[src/include/ipc_defs.vh]
// Constants of the interrupt priority, extended enable and external input block.
// Included by the ipc_arbiter and ipc_irq_ctrl design files; holds definitions only.
`ifndef IPC_DEFS_VH
`define IPC_DEFS_VH

// Special function register byte addresses.
`define IPC_ADDR_BASIC_PRIO 8'hB8
`define IPC_ADDR_EXT_CFG 8'hE4
`define IPC_ADDR_EXT_EN 8'hE6
`define IPC_ADDR_EXT_PRIO 8'hF6

// Reset values.
`define IPC_RST_BASIC_PRIO 8'hC0
`define IPC_RST_EXT_CFG 8'h01
`define IPC_RST_EXT_EN 8'h00
`define IPC_RST_EXT_PRIO 8'hC0
`define IPC_RST_PINS 8'hFF

// Implemented bits and the fixed value of the unused top bits.
`define IPC_IMPL_MASK 8'h3F
`define IPC_PRIO_UNUSED_READ 8'hC0
`define IPC_EN_UNUSED_READ 8'h00

// External input configuration fields.
`define IPC_IN1_POL_BIT 7
`define IPC_IN1_SEL_HI 6
`define IPC_IN1_SEL_LO 4
`define IPC_IN0_POL_BIT 3
`define IPC_IN0_SEL_HI 2
`define IPC_IN0_SEL_LO 0

// Bit-addressable window of the basic priority register.
`define IPC_BIT_ADDR_MASK 8'hF8
`define IPC_BIT_LAST_IMPL 3'h5

// Source numbers in fixed arbitration order, 0 wins ties.
`define IPC_SRC_EXT0 4'h0
`define IPC_SRC_EXT1 4'h2
`define IPC_SRC_COUNT 12

`endif

[src/rtl/ipc_ext_input.v]
// External input channel: selects one port pin, applies polarity, keeps the pending flag.
// Expects the pin bus already synchronised to i_clk by its instantiator.
`timescale 1ns/10ps
module ipc_ext_input (
   input wire i_clk,
   input wire i_reset_n,
   input wire [7:0] i_pins_sync,
   input wire [2:0] i_pin_select,
   input wire i_polarity,
   input wire i_edge_mode,
   input wire i_vector_ack,
   input wire i_sw_clear,
   output reg o_pending
);

   reg active_d;
   wire pin_level;
   wire active;
   wire rise;

   // The pin is only observed, so whatever drives it is left undisturbed.
   assign pin_level = i_pins_sync[i_pin_select];
   assign active = i_polarity ? pin_level : ~pin_level;
   assign rise = active & ~active_d;

   always @(posedge i_clk or negedge i_reset_n) begin
      if (!i_reset_n) begin
         active_d <= 1'b0;
         o_pending <= 1'b0;
      end else begin
         active_d <= active;
         if (!i_edge_mode) begin
            o_pending <= active;
         end else if (rise) begin
            o_pending <= 1'b1;
         end else if (i_vector_ack || i_sw_clear) begin
            o_pending <= 1'b0;
         end
      end
   end

endmodule // ipc_ext_input

[src/rtl/ipc_arbiter.v]
// Two-level fixed-order arbiter with preemption control.
// Purely combinational; the caller registers the result.
`timescale 1ns/10ps
`include "ipc_defs.vh"
module ipc_arbiter #(
   parameter N = `IPC_SRC_COUNT
) (
   input wire [N-1:0] i_requests,
   input wire [N-1:0] i_high_prio,
   input wire i_high_in_service,
   input wire i_low_in_service,
   output reg o_valid,
   output reg o_high,
   output reg [3:0] o_index
);

   wire [N-1:0] high_req;
   wire [N-1:0] low_req;

   assign high_req = i_requests & i_high_prio;
   assign low_req = i_requests & ~i_high_prio;

   function [3:0] first_set;
      input [N-1:0] vec;
      integer k;
      begin
         first_set = 4'h0;
         for (k = N - 1; k >= 0; k = k - 1) begin
            if (vec[k]) begin
               first_set = k[3:0];
            end
         end
      end
   endfunction

   // A high routine blocks everything; a low routine admits only high requests.
   always @* begin
      o_valid = 1'b0;
      o_high = 1'b0;
      o_index = 4'h0;
      if (!i_high_in_service) begin
         if (|high_req) begin
            o_valid = 1'b1;
            o_high = 1'b1;
            o_index = first_set(high_req);
         end else if (!i_low_in_service && (|low_req)) begin
            o_valid = 1'b1;
            o_index = first_set(low_req);
         end
      end
   end

endmodule // ipc_arbiter

[src/rtl/ipc_irq_ctrl.v]
// Interrupt priority, extended enable and external input configuration block.
// The CPU reaches the four registers over its special function register port,
// by byte and, for the basic priority register, by single bit. Peripheral
// pending flags arrive on the CPU clock; port pins arrive asynchronously.
`timescale 1ns/10ps
`include "ipc_defs.vh"

// Operation
// Basic priority bits 7-6 read as ones; writes to them are ignored.
// Basic priority bits 0-5: ext0, timer0, ext1, timer1, uart, timer2.
// Basic priority resets to C0, address B8, bit addressable.
// Extended enable bits 7-6 read zero, writes ignored.
// Extended enable bits 5 and 4 gate comparator rise and fall requests.
// Extended enable bit 3 gates every counter array request.
// Extended enable bits 2 and 1 gate ADC done and window requests.
// Extended enable bit 0 gates the two-wire serial request.
// Extended enable resets to 00 at address E6.
// Extended priority bits 7-6 read ones, writes ignored.
// Extended priority uses the extended enable bit order; one means high.
// Extended priority resets to C0 at address F6.
// Configuration bit 7 sets external input 1 polarity, one active high.
// Configuration bit 3 sets external input 0 polarity, one active high.
// Bits 6-4 pick the port 0 pin watched by external input 1.
// Bits 2-0 pick the port 0 pin watched by external input 0.
// Pins are only observed, independent of pin routing, never disturbed.
// Configuration resets to 01 at address E4.
// High preempts low, high is never preempted, ties use fixed order.
// Global enable low blocks every request including extended ones.
// Edge pending clears on vectoring; level pending follows the input.
// Request needs pending, enable and global enable; priority bit picks level.
module ipc_irq_ctrl (
   input wire i_clk,
   input wire i_reset_n,
   input wire [7:0] i_sfr_addr,
   input wire i_sfr_wr,
   input wire i_sfr_rd,
   input wire [7:0] i_sfr_wdata,
   output reg [7:0] o_sfr_rdata,
   output reg o_sfr_hit,
   input wire [7:0] i_sfr_bit_addr,
   input wire i_sfr_bit_wr,
   input wire i_sfr_bit_rd,
   input wire i_sfr_bit_wdata,
   output reg o_sfr_bit_rdata,
   input wire i_global_irq_enable,
   input wire [5:0] i_basic_irq_en,
   input wire i_ext_in0_edge_mode,
   input wire i_ext_in1_edge_mode,
   input wire i_ext_in0_pending_clr,
   input wire i_ext_in1_pending_clr,
   input wire [7:0] i_port0_pins,
   input wire i_timer0_flag,
   input wire i_timer1_flag,
   input wire i_uart_flag,
   input wire i_timer2_flag,
   input wire i_twowire_flag,
   input wire i_adc_window_flag,
   input wire i_adc_done_flag,
   input wire i_counter_array_flag,
   input wire i_cmp_fall_flag,
   input wire i_cmp_rise_flag,
   input wire i_vector_ack,
   input wire i_reti,
   output reg o_irq_request,
   output reg o_irq_high,
   output reg [3:0] o_irq_source,
   output wire o_ext_in0_pending,
   output wire o_ext_in1_pending,
   output reg o_high_in_service,
   output reg o_low_in_service
);

   // Implemented bits only; the unused top bits are never stored.
   reg [5:0] basic_irq_priority;
   reg [5:0] extended_irq_enable;
   reg [5:0] extended_irq_priority;
   reg [7:0] ext_input_pin_polarity_cfg;

   reg [7:0] pins_meta;
   reg [7:0] pins_sync;

   // Reset values of the stored bits, with the unused top bits taken off.
   localparam [7:0] BASIC_PRIO_RST = `IPC_RST_BASIC_PRIO & `IPC_IMPL_MASK;
   localparam [7:0] EXT_EN_RST = `IPC_RST_EXT_EN & `IPC_IMPL_MASK;
   localparam [7:0] EXT_PRIO_RST = `IPC_RST_EXT_PRIO & `IPC_IMPL_MASK;

   wire timer0_high_prio;
   wire timer1_high_prio;
   wire timer2_high_prio;
   wire uart_high_prio;
   wire ext_in0_high_prio;
   wire ext_in1_high_prio;
   wire twowire_irq_en;
   wire adc_window_irq_en;
   wire adc_done_irq_en;
   wire counter_array_irq_en;
   wire cmp_fall_irq_en;
   wire cmp_rise_irq_en;
   wire ext_in1_polarity;
   wire ext_in0_polarity;
   wire [2:0] ext_in1_pin_select;
   wire [2:0] ext_in0_pin_select;

   wire [11:0] pending_vec;
   wire [11:0] enable_vec;
   wire [11:0] high_prio_vec;
   wire [11:0] gated_requests;
   wire arb_valid;
   wire arb_high;
   wire [3:0] arb_index;
   wire ack_ext0;
   wire ack_ext1;
   wire bit_hit;
   wire [2:0] bit_pos;
   wire [7:0] basic_view;

   // Named views of the register fields.
   assign timer2_high_prio = basic_irq_priority[5];
   assign uart_high_prio = basic_irq_priority[4];
   assign timer1_high_prio = basic_irq_priority[3];
   assign ext_in1_high_prio = basic_irq_priority[2];
   assign timer0_high_prio = basic_irq_priority[1];
   assign ext_in0_high_prio = basic_irq_priority[0];

   assign cmp_rise_irq_en = extended_irq_enable[5];
   assign cmp_fall_irq_en = extended_irq_enable[4];
   assign counter_array_irq_en = extended_irq_enable[3];
   assign adc_done_irq_en = extended_irq_enable[2];
   assign adc_window_irq_en = extended_irq_enable[1];
   assign twowire_irq_en = extended_irq_enable[0];

   assign ext_in1_polarity = ext_input_pin_polarity_cfg[`IPC_IN1_POL_BIT];
   assign ext_in0_polarity = ext_input_pin_polarity_cfg[`IPC_IN0_POL_BIT];
   assign ext_in1_pin_select = ext_input_pin_polarity_cfg[`IPC_IN1_SEL_HI:`IPC_IN1_SEL_LO];
   assign ext_in0_pin_select = ext_input_pin_polarity_cfg[`IPC_IN0_SEL_HI:`IPC_IN0_SEL_LO];

   // Byte view of a register, including the fixed value of its unused bits.
   function [7:0] sfr_view;
      input [7:0] addr;
      input [5:0] bprio;
      input [5:0] xen;
      input [5:0] xprio;
      input [7:0] cfg;
      begin
         case (addr)
            `IPC_ADDR_BASIC_PRIO: begin
               sfr_view = `IPC_PRIO_UNUSED_READ | {2'b00, bprio};
            end
            `IPC_ADDR_EXT_EN: begin
               sfr_view = `IPC_EN_UNUSED_READ | {2'b00, xen};
            end
            `IPC_ADDR_EXT_PRIO: begin
               sfr_view = `IPC_PRIO_UNUSED_READ | {2'b00, xprio};
            end
            `IPC_ADDR_EXT_CFG: begin
               sfr_view = cfg;
            end
            default: begin
               sfr_view = 8'h00;
            end
         endcase
      end
   endfunction

   function is_mapped;
      input [7:0] addr;
      begin
         is_mapped = (addr == `IPC_ADDR_BASIC_PRIO) || (addr == `IPC_ADDR_EXT_EN) ||
            (addr == `IPC_ADDR_EXT_PRIO) || (addr == `IPC_ADDR_EXT_CFG);
      end
   endfunction

   // Bit addresses B8..BF fall on the basic priority register.
   assign bit_hit = (i_sfr_bit_addr & `IPC_BIT_ADDR_MASK) == `IPC_ADDR_BASIC_PRIO;
   assign bit_pos = i_sfr_bit_addr[2:0];

   // Byte view of the basic priority register, read back bit by bit.
   assign basic_view = sfr_view(`IPC_ADDR_BASIC_PRIO, basic_irq_priority, extended_irq_enable,
      extended_irq_priority, ext_input_pin_polarity_cfg);

   // Port pins come from outside the clock domain. Both stages reset to the level of an
   // idle, pulled-up pin, so no false edge or active level follows reset.
   always @(posedge i_clk or negedge i_reset_n) begin
      if (!i_reset_n) begin
         pins_meta <= `IPC_RST_PINS;
         pins_sync <= `IPC_RST_PINS;
      end else begin
         pins_meta <= i_port0_pins;
         pins_sync <= pins_meta;
      end
   end

   // Register writes; byte writes and bit writes both reach the basic priority register.
   // A byte write in the same cycle as a bit write wins.
   always @(posedge i_clk or negedge i_reset_n) begin
      if (!i_reset_n) begin
         basic_irq_priority <= BASIC_PRIO_RST[5:0];
         extended_irq_enable <= EXT_EN_RST[5:0];
         extended_irq_priority <= EXT_PRIO_RST[5:0];
         ext_input_pin_polarity_cfg <= `IPC_RST_EXT_CFG;
      end else begin
         if (i_sfr_wr) begin
            case (i_sfr_addr)
               `IPC_ADDR_BASIC_PRIO: begin
                  basic_irq_priority <= i_sfr_wdata[5:0];
               end
               `IPC_ADDR_EXT_EN: begin
                  extended_irq_enable <= i_sfr_wdata[5:0];
               end
               `IPC_ADDR_EXT_PRIO: begin
                  extended_irq_priority <= i_sfr_wdata[5:0];
               end
               `IPC_ADDR_EXT_CFG: begin
                  ext_input_pin_polarity_cfg <= i_sfr_wdata;
               end
               default: begin
               end
            endcase
         end else if (i_sfr_bit_wr && bit_hit && (bit_pos <= `IPC_BIT_LAST_IMPL)) begin
            basic_irq_priority[bit_pos] <= i_sfr_bit_wdata;
         end
      end
   end

   // Read answers are registered and appear one cycle after the strobe.
   // Bit reads share the byte view, so the unused bits read as ones there too.
   always @(posedge i_clk or negedge i_reset_n) begin
      if (!i_reset_n) begin
         o_sfr_rdata <= 8'h00;
         o_sfr_hit <= 1'b0;
         o_sfr_bit_rdata <= 1'b0;
      end else begin
         if (i_sfr_rd) begin
            o_sfr_rdata <= sfr_view(i_sfr_addr, basic_irq_priority, extended_irq_enable,
               extended_irq_priority, ext_input_pin_polarity_cfg);
            o_sfr_hit <= is_mapped(i_sfr_addr);
         end else begin
            o_sfr_hit <= 1'b0;
         end
         if (i_sfr_bit_rd) begin
            if (bit_hit) begin
               o_sfr_bit_rdata <= basic_view[bit_pos];
            end else begin
               o_sfr_bit_rdata <= 1'b0;
            end
         end
      end
   end

   // Vectoring clears an edge pending flag only when that input is the one being taken.
   assign ack_ext0 = i_vector_ack && o_irq_request && (o_irq_source == `IPC_SRC_EXT0);
   assign ack_ext1 = i_vector_ack && o_irq_request && (o_irq_source == `IPC_SRC_EXT1);

   ipc_ext_input u_ext_in0 (
      .i_clk(i_clk),
      .i_reset_n(i_reset_n),
      .i_pins_sync(pins_sync),
      .i_pin_select(ext_in0_pin_select),
      .i_polarity(ext_in0_polarity),
      .i_edge_mode(i_ext_in0_edge_mode),
      .i_vector_ack(ack_ext0),
      .i_sw_clear(i_ext_in0_pending_clr),
      .o_pending(o_ext_in0_pending)
   );

   ipc_ext_input u_ext_in1 (
      .i_clk(i_clk),
      .i_reset_n(i_reset_n),
      .i_pins_sync(pins_sync),
      .i_pin_select(ext_in1_pin_select),
      .i_polarity(ext_in1_polarity),
      .i_edge_mode(i_ext_in1_edge_mode),
      .i_vector_ack(ack_ext1),
      .i_sw_clear(i_ext_in1_pending_clr),
      .o_pending(o_ext_in1_pending)
   );

   // Source vectors in fixed arbitration order, bit 0 first.
   assign pending_vec = {i_cmp_rise_flag, i_cmp_fall_flag, i_counter_array_flag,
      i_adc_done_flag, i_adc_window_flag, i_twowire_flag, i_timer2_flag, i_uart_flag,
      i_timer1_flag, o_ext_in1_pending, i_timer0_flag, o_ext_in0_pending};
   assign enable_vec = {cmp_rise_irq_en, cmp_fall_irq_en,
      counter_array_irq_en,
      adc_done_irq_en, adc_window_irq_en,
      twowire_irq_en,
      i_basic_irq_en};
   assign high_prio_vec = {extended_irq_priority,
      timer2_high_prio, uart_high_prio, timer1_high_prio,
      ext_in1_high_prio, timer0_high_prio, ext_in0_high_prio};
   assign gated_requests = pending_vec & enable_vec & {12{i_global_irq_enable}};

   // Requests are arbitrated afresh every cycle from the gated pending flags.
   ipc_arbiter #(
      .N(`IPC_SRC_COUNT)
   ) u_arbiter (
      .i_requests(gated_requests),
      .i_high_prio(high_prio_vec),
      .i_high_in_service(o_high_in_service),
      .i_low_in_service(o_low_in_service),
      .o_valid(arb_valid),
      .o_high(arb_high),
      .o_index(arb_index)
   );

   // The request drops for the cycle after an acknowledge so a stale source is never offered.
   // Source and level are registered alongside the request, so the three always agree.
   always @(posedge i_clk or negedge i_reset_n) begin
      if (!i_reset_n) begin
         o_irq_request <= 1'b0;
         o_irq_high <= 1'b0;
         o_irq_source <= 4'h0;
      end else if (i_vector_ack) begin
         o_irq_request <= 1'b0;
      end else begin
         o_irq_request <= arb_valid;
         o_irq_high <= arb_high;
         o_irq_source <= arb_index;
      end
   end

   // In-service levels: a return ends the highest level that is active.
   always @(posedge i_clk or negedge i_reset_n) begin
      if (!i_reset_n) begin
         o_high_in_service <= 1'b0;
         o_low_in_service <= 1'b0;
      end else if (i_vector_ack && o_irq_request) begin
         if (o_irq_high) begin
            o_high_in_service <= 1'b1;
         end else begin
            o_low_in_service <= 1'b1;
         end
      end else if (i_reti) begin
         if (o_high_in_service) begin
            o_high_in_service <= 1'b0;
         end else begin
            o_low_in_service <= 1'b0;
         end
      end
   end

endmodule // ipc_irq_ctrl

[config.mk]
export PLATFORM = sky130hd
export DESIGN_NAME = ipc_irq_ctrl
export DESIGN_NICKNAME = d
export VERILOG_FILES = /design/src/rtl/ipc_ext_input.v /design/src/rtl/ipc_arbiter.v /design/src/rtl/ipc_irq_ctrl.v
export VERILOG_INCLUDE_DIRS = /design/src /design/src/include
export SDC_FILE = /design/constraint.sdc
export NUM_CORES = 1
export LEC_CHECK = 0
export ABC_AREA = 0
export BUFFER_PORTS_ARGS = -buffer_cell sky130_fd_sc_hd__buf_4
export CORE_UTILIZATION = 40
export DETAILED_ROUTE_END_ITERATION = 10
export SYNTH_ARGS = -nofsm -noshare
export SYNTH_HDL_FRONTEND = slang
export SYNTH_SLANG_ARGS = --single-unit
[constraint.sdc]
create_clock -name i_clk -period 2.46 [get_ports i_clk]
set_input_delay 0.492 -clock i_clk [delete_from_list [all_inputs] [get_ports i_clk]]
set_output_delay 0.492 -clock i_clk [all_outputs]
set_load 0.1 [all_outputs]
# After elaboration in Yosys (flattened, before gate mapping)
# Cells that the tools add are included.
# totals
register_bits	64
wordCells	133
# classes
order_cmp	5
eq_ne	12
mux	63
n_bitwise	11
n_reduce_logical	24
# op_table
cell	n
2-to-1 mux 4 bit	27
AND 12 bit	4
== test 8 bit, second input constant	4
one-hot mux 8 bit (4 select lines)	1
2-to-1 mux 1 bit	27
OR reduction 12 bit	2
2-to-1 mux 6 bit	3
< comparator 3 x 4 -> 1 bit, second input constant	3
NOT 12 bit	1
AND reduction 2 bit	5
binary-select mux 1 bit (select 3 bit)	3
logical AND 1 bit	7
bitwise mux 6 bit	1
inequality test 3 x 1 -> 1 bit, second input constant	2
== test 5 bit, second input constant	1
logical OR 1 bit	5
== test 4 x 2 -> 1 bit, second input constant	1
zero test 4 bit	1
inequality test 2 x 1 -> 1 bit, second input constant	2
inequality test 2 bit, second input constant	2
NOT 1 bit	4
nonzero test 2 bit	2
demux 1 bit (select 3 bit)	1
>= comparator 3 x 1 -> 1 bit, second input constant	1
other kinds (4)	5

# Logic depth before layout (Yosys ltp)
# logic_depth
word_depth	18
mapped_depth	8
mapped_depth_nobuf	6

# Modules after synthesis
# A second synthesis with hierarchy kept.
# hier_totals
cells_unflattened	314
hier_area_um2	3480.8
# by_module_without_submodules
mod	n_inst	cells_each	area_per_inst_um2
ipc_irq_ctrl	1	223	2707.6
ipc_arbiter	1	73	495.5
ipc_ext_input	2	9	138.9

# Worst setup path before layout
# Ideal clock, no wire load.
# synth_timing
path_type	register to register
startpoint	register u_ext_in0.o_pending
endpoint	register o_irq_source[3]
arrival_time_ns	2.006
required_ns	2.388
path_slack_ns	0.382
path_stages_with_launch	7
path_buffers	0
period_less_slack_ns	2.078
path_cell_list	dfrtp_1 > nand3_1 > o21ai_1 > or2_0 > or3_1 > o41ai_1 > a32o_1
# synth_between
elab_chain_cells	8
word_cells_on_any_way	12
classes_between	mux (5); bitwise (4); reduce/logical (3)
# synth_rtl
item	line_no	text
start: declaration	ipc_ext_input.v:13	output reg o_pending
start signal: assignment	ipc_ext_input.v:33	o_pending <= active;
AND 12 bit (*) (2 in series)	ipc_irq_ctrl.v:290	assign gated_requests = pending_vec & enable_vec & {12{i_global_irq_enable}};
AND 12 bit	ipc_arbiter.v:21	assign low_req = i_requests & ~i_high_prio;
OR reduction 12 bit	ipc_arbiter.v:46	end else if (!i_low_in_service && (|low_req)) begin
logical AND 1 bit	ipc_arbiter.v:46	
2-to-1 mux 4 bit	ipc_arbiter.v:46	
2-to-1 mux 4 bit (*)	ipc_arbiter.v:42	if (|high_req) begin
2-to-1 mux 4 bit (*)	ipc_arbiter.v:41	if (!i_high_in_service) begin
end signal: assignment	ipc_irq_ctrl.v:317	o_irq_source <= arb_index;
end: declaration	ipc_irq_ctrl.v:66	output reg [3:0] o_irq_source,
# Every way passes the cells marked *; elsewhere a longest branch is shown, timed or not.
# A chain may end at the register's enable or synchronous reset.

# Worst setup path after layout
# layout_timing
startpoint	register basic_irq_priority[1]
endpoint	register o_irq_source[3]
# layout_between
elab_chain_cells	7
word_cells_on_any_way	13
classes_between	mux (7); bitwise (3); reduce/logical (3)
# layout_rtl
item	line_no	text
start: declaration	ipc_irq_ctrl.v:74	reg [5:0] basic_irq_priority;
start signal: assignment	ipc_irq_ctrl.v:197	basic_irq_priority <= BASIC_PRIO_RST[5:0];
start signal: assignment	ipc_irq_ctrl.v:205	basic_irq_priority <= i_sfr_wdata[5:0];
start signal: indexed assignment	ipc_irq_ctrl.v:220	basic_irq_priority[bit_pos] <= i_sfr_bit_wdata;
NOT 12 bit	ipc_arbiter.v:21	
AND 12 bit	ipc_arbiter.v:21	
OR reduction 12 bit or 2-to-1 mux 4 bit (tied branches)	ipc_arbiter.v:46, ipc_arbiter.v:29	
logical AND 1 bit or 2-to-1 mux 4 bit (tied branches)	ipc_arbiter.v:46, ipc_arbiter.v:29	
2-to-1 mux 4 bit	ipc_arbiter.v:46	
2-to-1 mux 4 bit (*)	ipc_arbiter.v:42	
2-to-1 mux 4 bit (*)	ipc_arbiter.v:41	
# Marked as above.

==> metrics <==
Placed Instances 476; worst-path fanout max 6; via density per instance 5.70; DRT iter0 DRCs 153; Synth Instances 298; HP Class in -> async; RSZ-0062 raised after global routing no; RR Endpoint o_irq_source[3]$_DFFE_PN0N_; Vias 2803; Netlist cell types 50; Worst-Skew Late Latency 0.35 ns; mux contribution to synthesized area 10.8%; Port Buffers 81; Initial Utilization 41.5%; Ys Warns 0; post-synthesis net count 360; # clock sinks 64; die width 91.7 µm; final wirelength 8270 µm; GRT Total Usage 20.9%; Synth top area share 36.5%; Antenna Cells 0; status finished clean; R2R setup slack 0.64 ns; I/O pin total 82; initial antenna violation count 0; Post-Layout Cell Count 492; CP Capture Type flop; ANT nets after route 0; worst IR drop on VDD 395 µV; routed len/inst 16.8 µm; drt first pass iters 5; fin crit share 74.2%; Fin. Hold Viols 0; Peak Freq 0.548 GHz; Post-synth EDFFs 0; ys flop type dfrtp_1; Setup TNS 0 ns; worst reg-to-reg path cell count 6; PwrDens 610 nW/µm²; Setup Skew 0.0143 ns; largest net degree at the start of global routing 65; vias in the first global route 2620; post-placement cell area 3950 µm²; sequential cell area fraction in the yosys report 50.4%; Setup Buffers After CTS 0; CORE AREA 7770 µm²; Post-synth ARST share 100%; Chip Height 91.7 µm; Post-Syn Area 3220 µm²; Layout fillers 764; largest area contributor in the netlist dfrtp_1; Layout area overhead 28.2%; overall power 2.52 mW; final setup margin 0.636 ns; ranking of synthesized cells by area dfrtp_1 37%, dfstp_2 14%, mux2_2 7.3%; FF/Latch Area 1620 µm²; Synth Area in Compound Gates 16.6%; WP data required 2.73 ns; synthesis-stage register bit count 64; die area 8420 µm²; Crit Path Category reg -> reg; Slew Limit Fails 0; H-tree depth 3; Tightest Pin Transition 0.802 ns; max-capacitance violation count 0; Overflow after GRT 0; largest family of logic cells by synthesized area simple AND/OR/NAND/NOR gates; post-layout net count 447; crit path time final 1.82 ns; Mapped Avg Cell Area 10.8 µm²; cell with the most instances after synthesis dfrtp_1; Synth Area in XOR/XNOR 0.544%; CP startpoint kind flop; root buf cell clkbuf_8; first-pass GRT wire length 13400 µm; dpl ws 0.411 ns; reg-to-reg startpoint basic_irq_priority[1]$_DFFE_PN0P_; clock slew at reported path FFs 0.07 ns; num rows 32; TritonCTS clock tree built; routability cong. 0.906; Detailed Place HPWL 6230 µm; drt drc 0; Setup crit start basic_irq_priority[1]$_DFFE_PN0P_; post_cts resized 0; Max-slew headroom 46.5%; Lkg Pwr 1.86 nW; Num CTS Buffers 9; Design Area, Final 4130 µm²; worst path arrival time 2.10 ns; share of layout cells above drive strength 1 38.5%; CTS max path bufs 2; area of the multi-input gates 1520 µm²; Final setup viols 0; Post-Synth Adder-Cell Area 0%; commonest cells in the netlist 47 x dfrtp_1, 28 x nand2_1, 21 x mux2_2; Hold-fix buffers, CTS 0; area share of and/or/nand/nor cells after synthesis 19.1%
[cells in the final DEF, fill, tap and decap left out, types with 3 or more instances in the layout]
cell type	instances
a32o_1	4
dfstp_2	17
mux2_2	21
buf_4	85
inv_1	12
a31oi_1	3
a21oi_1	6
a21boi_0	6
nand4b_1	7
o211ai_1	4
o22ai_1	8
nand4_1	16
nor2_1	16
a22o_1	3
clkbuf_8	10
o21ai_0	15
nand3_1	16
mux4_2	4
nand2_1	28
a222oi_1	5
o31ai_1	3
clkinvlp_4	4
dfrtp_1	47
a22oi_1	6
nor2b_1	3
nor3b_1	3
nor3_1	3
[critical path, stage by stage (launching register included)]
cell and delay, ns:
dfrtp_1 0.47, nand4b_1 0.17, o21ai_1 0.09, or2_0 0.23, or3_1 0.33, o41ai_1 0.26
a32o_1 0.21
[report_power, final]
group | internal [mW] | leakage (nW) | switching [mW]
Clock | 0.394 | 0.0809 | 0.436
Combinational | 0.172 | 0.975 | 0.320
Sequential | 1.13 | 0.809 | 0.0689
Total | 1.70 | 1.86 | 0.825
[cell type report]
| class | instances | share of cell area [%] |
|---|---|---|
| Sequential cell | 64 | 39.3 |
| Multi-Input combinational cell | 213 | 36.7 |
| Timing Repair Buffer | 85 | 15.4 |
| Clock buffer | 10 | 3.33 |
| Tap cell | 102 | 3.09 |
| Inverter | 12 | 1.09 |
| Clock inverter | 6 | 1.06 |
[metrics by stage]
stage,util (%),hold slack (ns)
floorplan,-,0.196
global placement,50.9,0.346
detailed placement,50.9,0.347
CTS,53.2,0.239
global route,53.2,0.222
finish,53.2,0.227
[flip-flops by register name, summed over array words and instances (netlist names)]
signal and cells:
pins_meta 8, o_irq_request 1, o_sfr_hit 1, u_ext_in1.o_pending 1, pins_sync 8, u_ext_in0.active_d 1
o_irq_high 1, u_ext_in1.active_d 1, o_sfr_bit_rdata 1, u_ext_in0.o_pending 1, extended_irq_enable 6, o_low_in_service 1
o_irq_source 4, extended_irq_priority 6, o_sfr_rdata 8, ext_input_pin_polarity_cfg 8, o_high_in_service 1, basic_irq_priority 6
[metal layers]
| layer | track usage, % | part of all wire, % |
|---|---|---|
| met2 | 33.5 | 49 |
| met4 | 5.60 | 1.3 |
| met5 | 0 | 0 |
| met1 | 28.1 | 44 |
| met3 | 5.47 | 5.6 |
[worst max-delay path by stage]
| stage | slack, ns | end |
|---|---|---|
| 2_1_floorplan | 0.38 | o_irq_source[3]$_DFFE_PN0N_ |
| 3_3_place_gp | 0.44 | o_sfr_rdata[5]$_DFFE_PN0P_ |
| 3_5_place_dp | 0.41 | o_sfr_rdata[4]$_DFFE_PN0P_ |
| 4_1_cts | 0.64 | o_irq_source[3]$_DFFE_PN0N_ |
| 5_1_grt | 0.52 | o_irq_source[3]$_DFFE_PN0N_ |
| 6_report | 0.64 | o_irq_source[3]$_DFFE_PN0N_ |
[cell families after synthesis]
logic type | count (synthesis)
xor+xnor | 2
compound gates | 74
simple gates | 110
buf+inv | 21
mux | 27
flops | 64
Power figures use the tool's default switching activity.
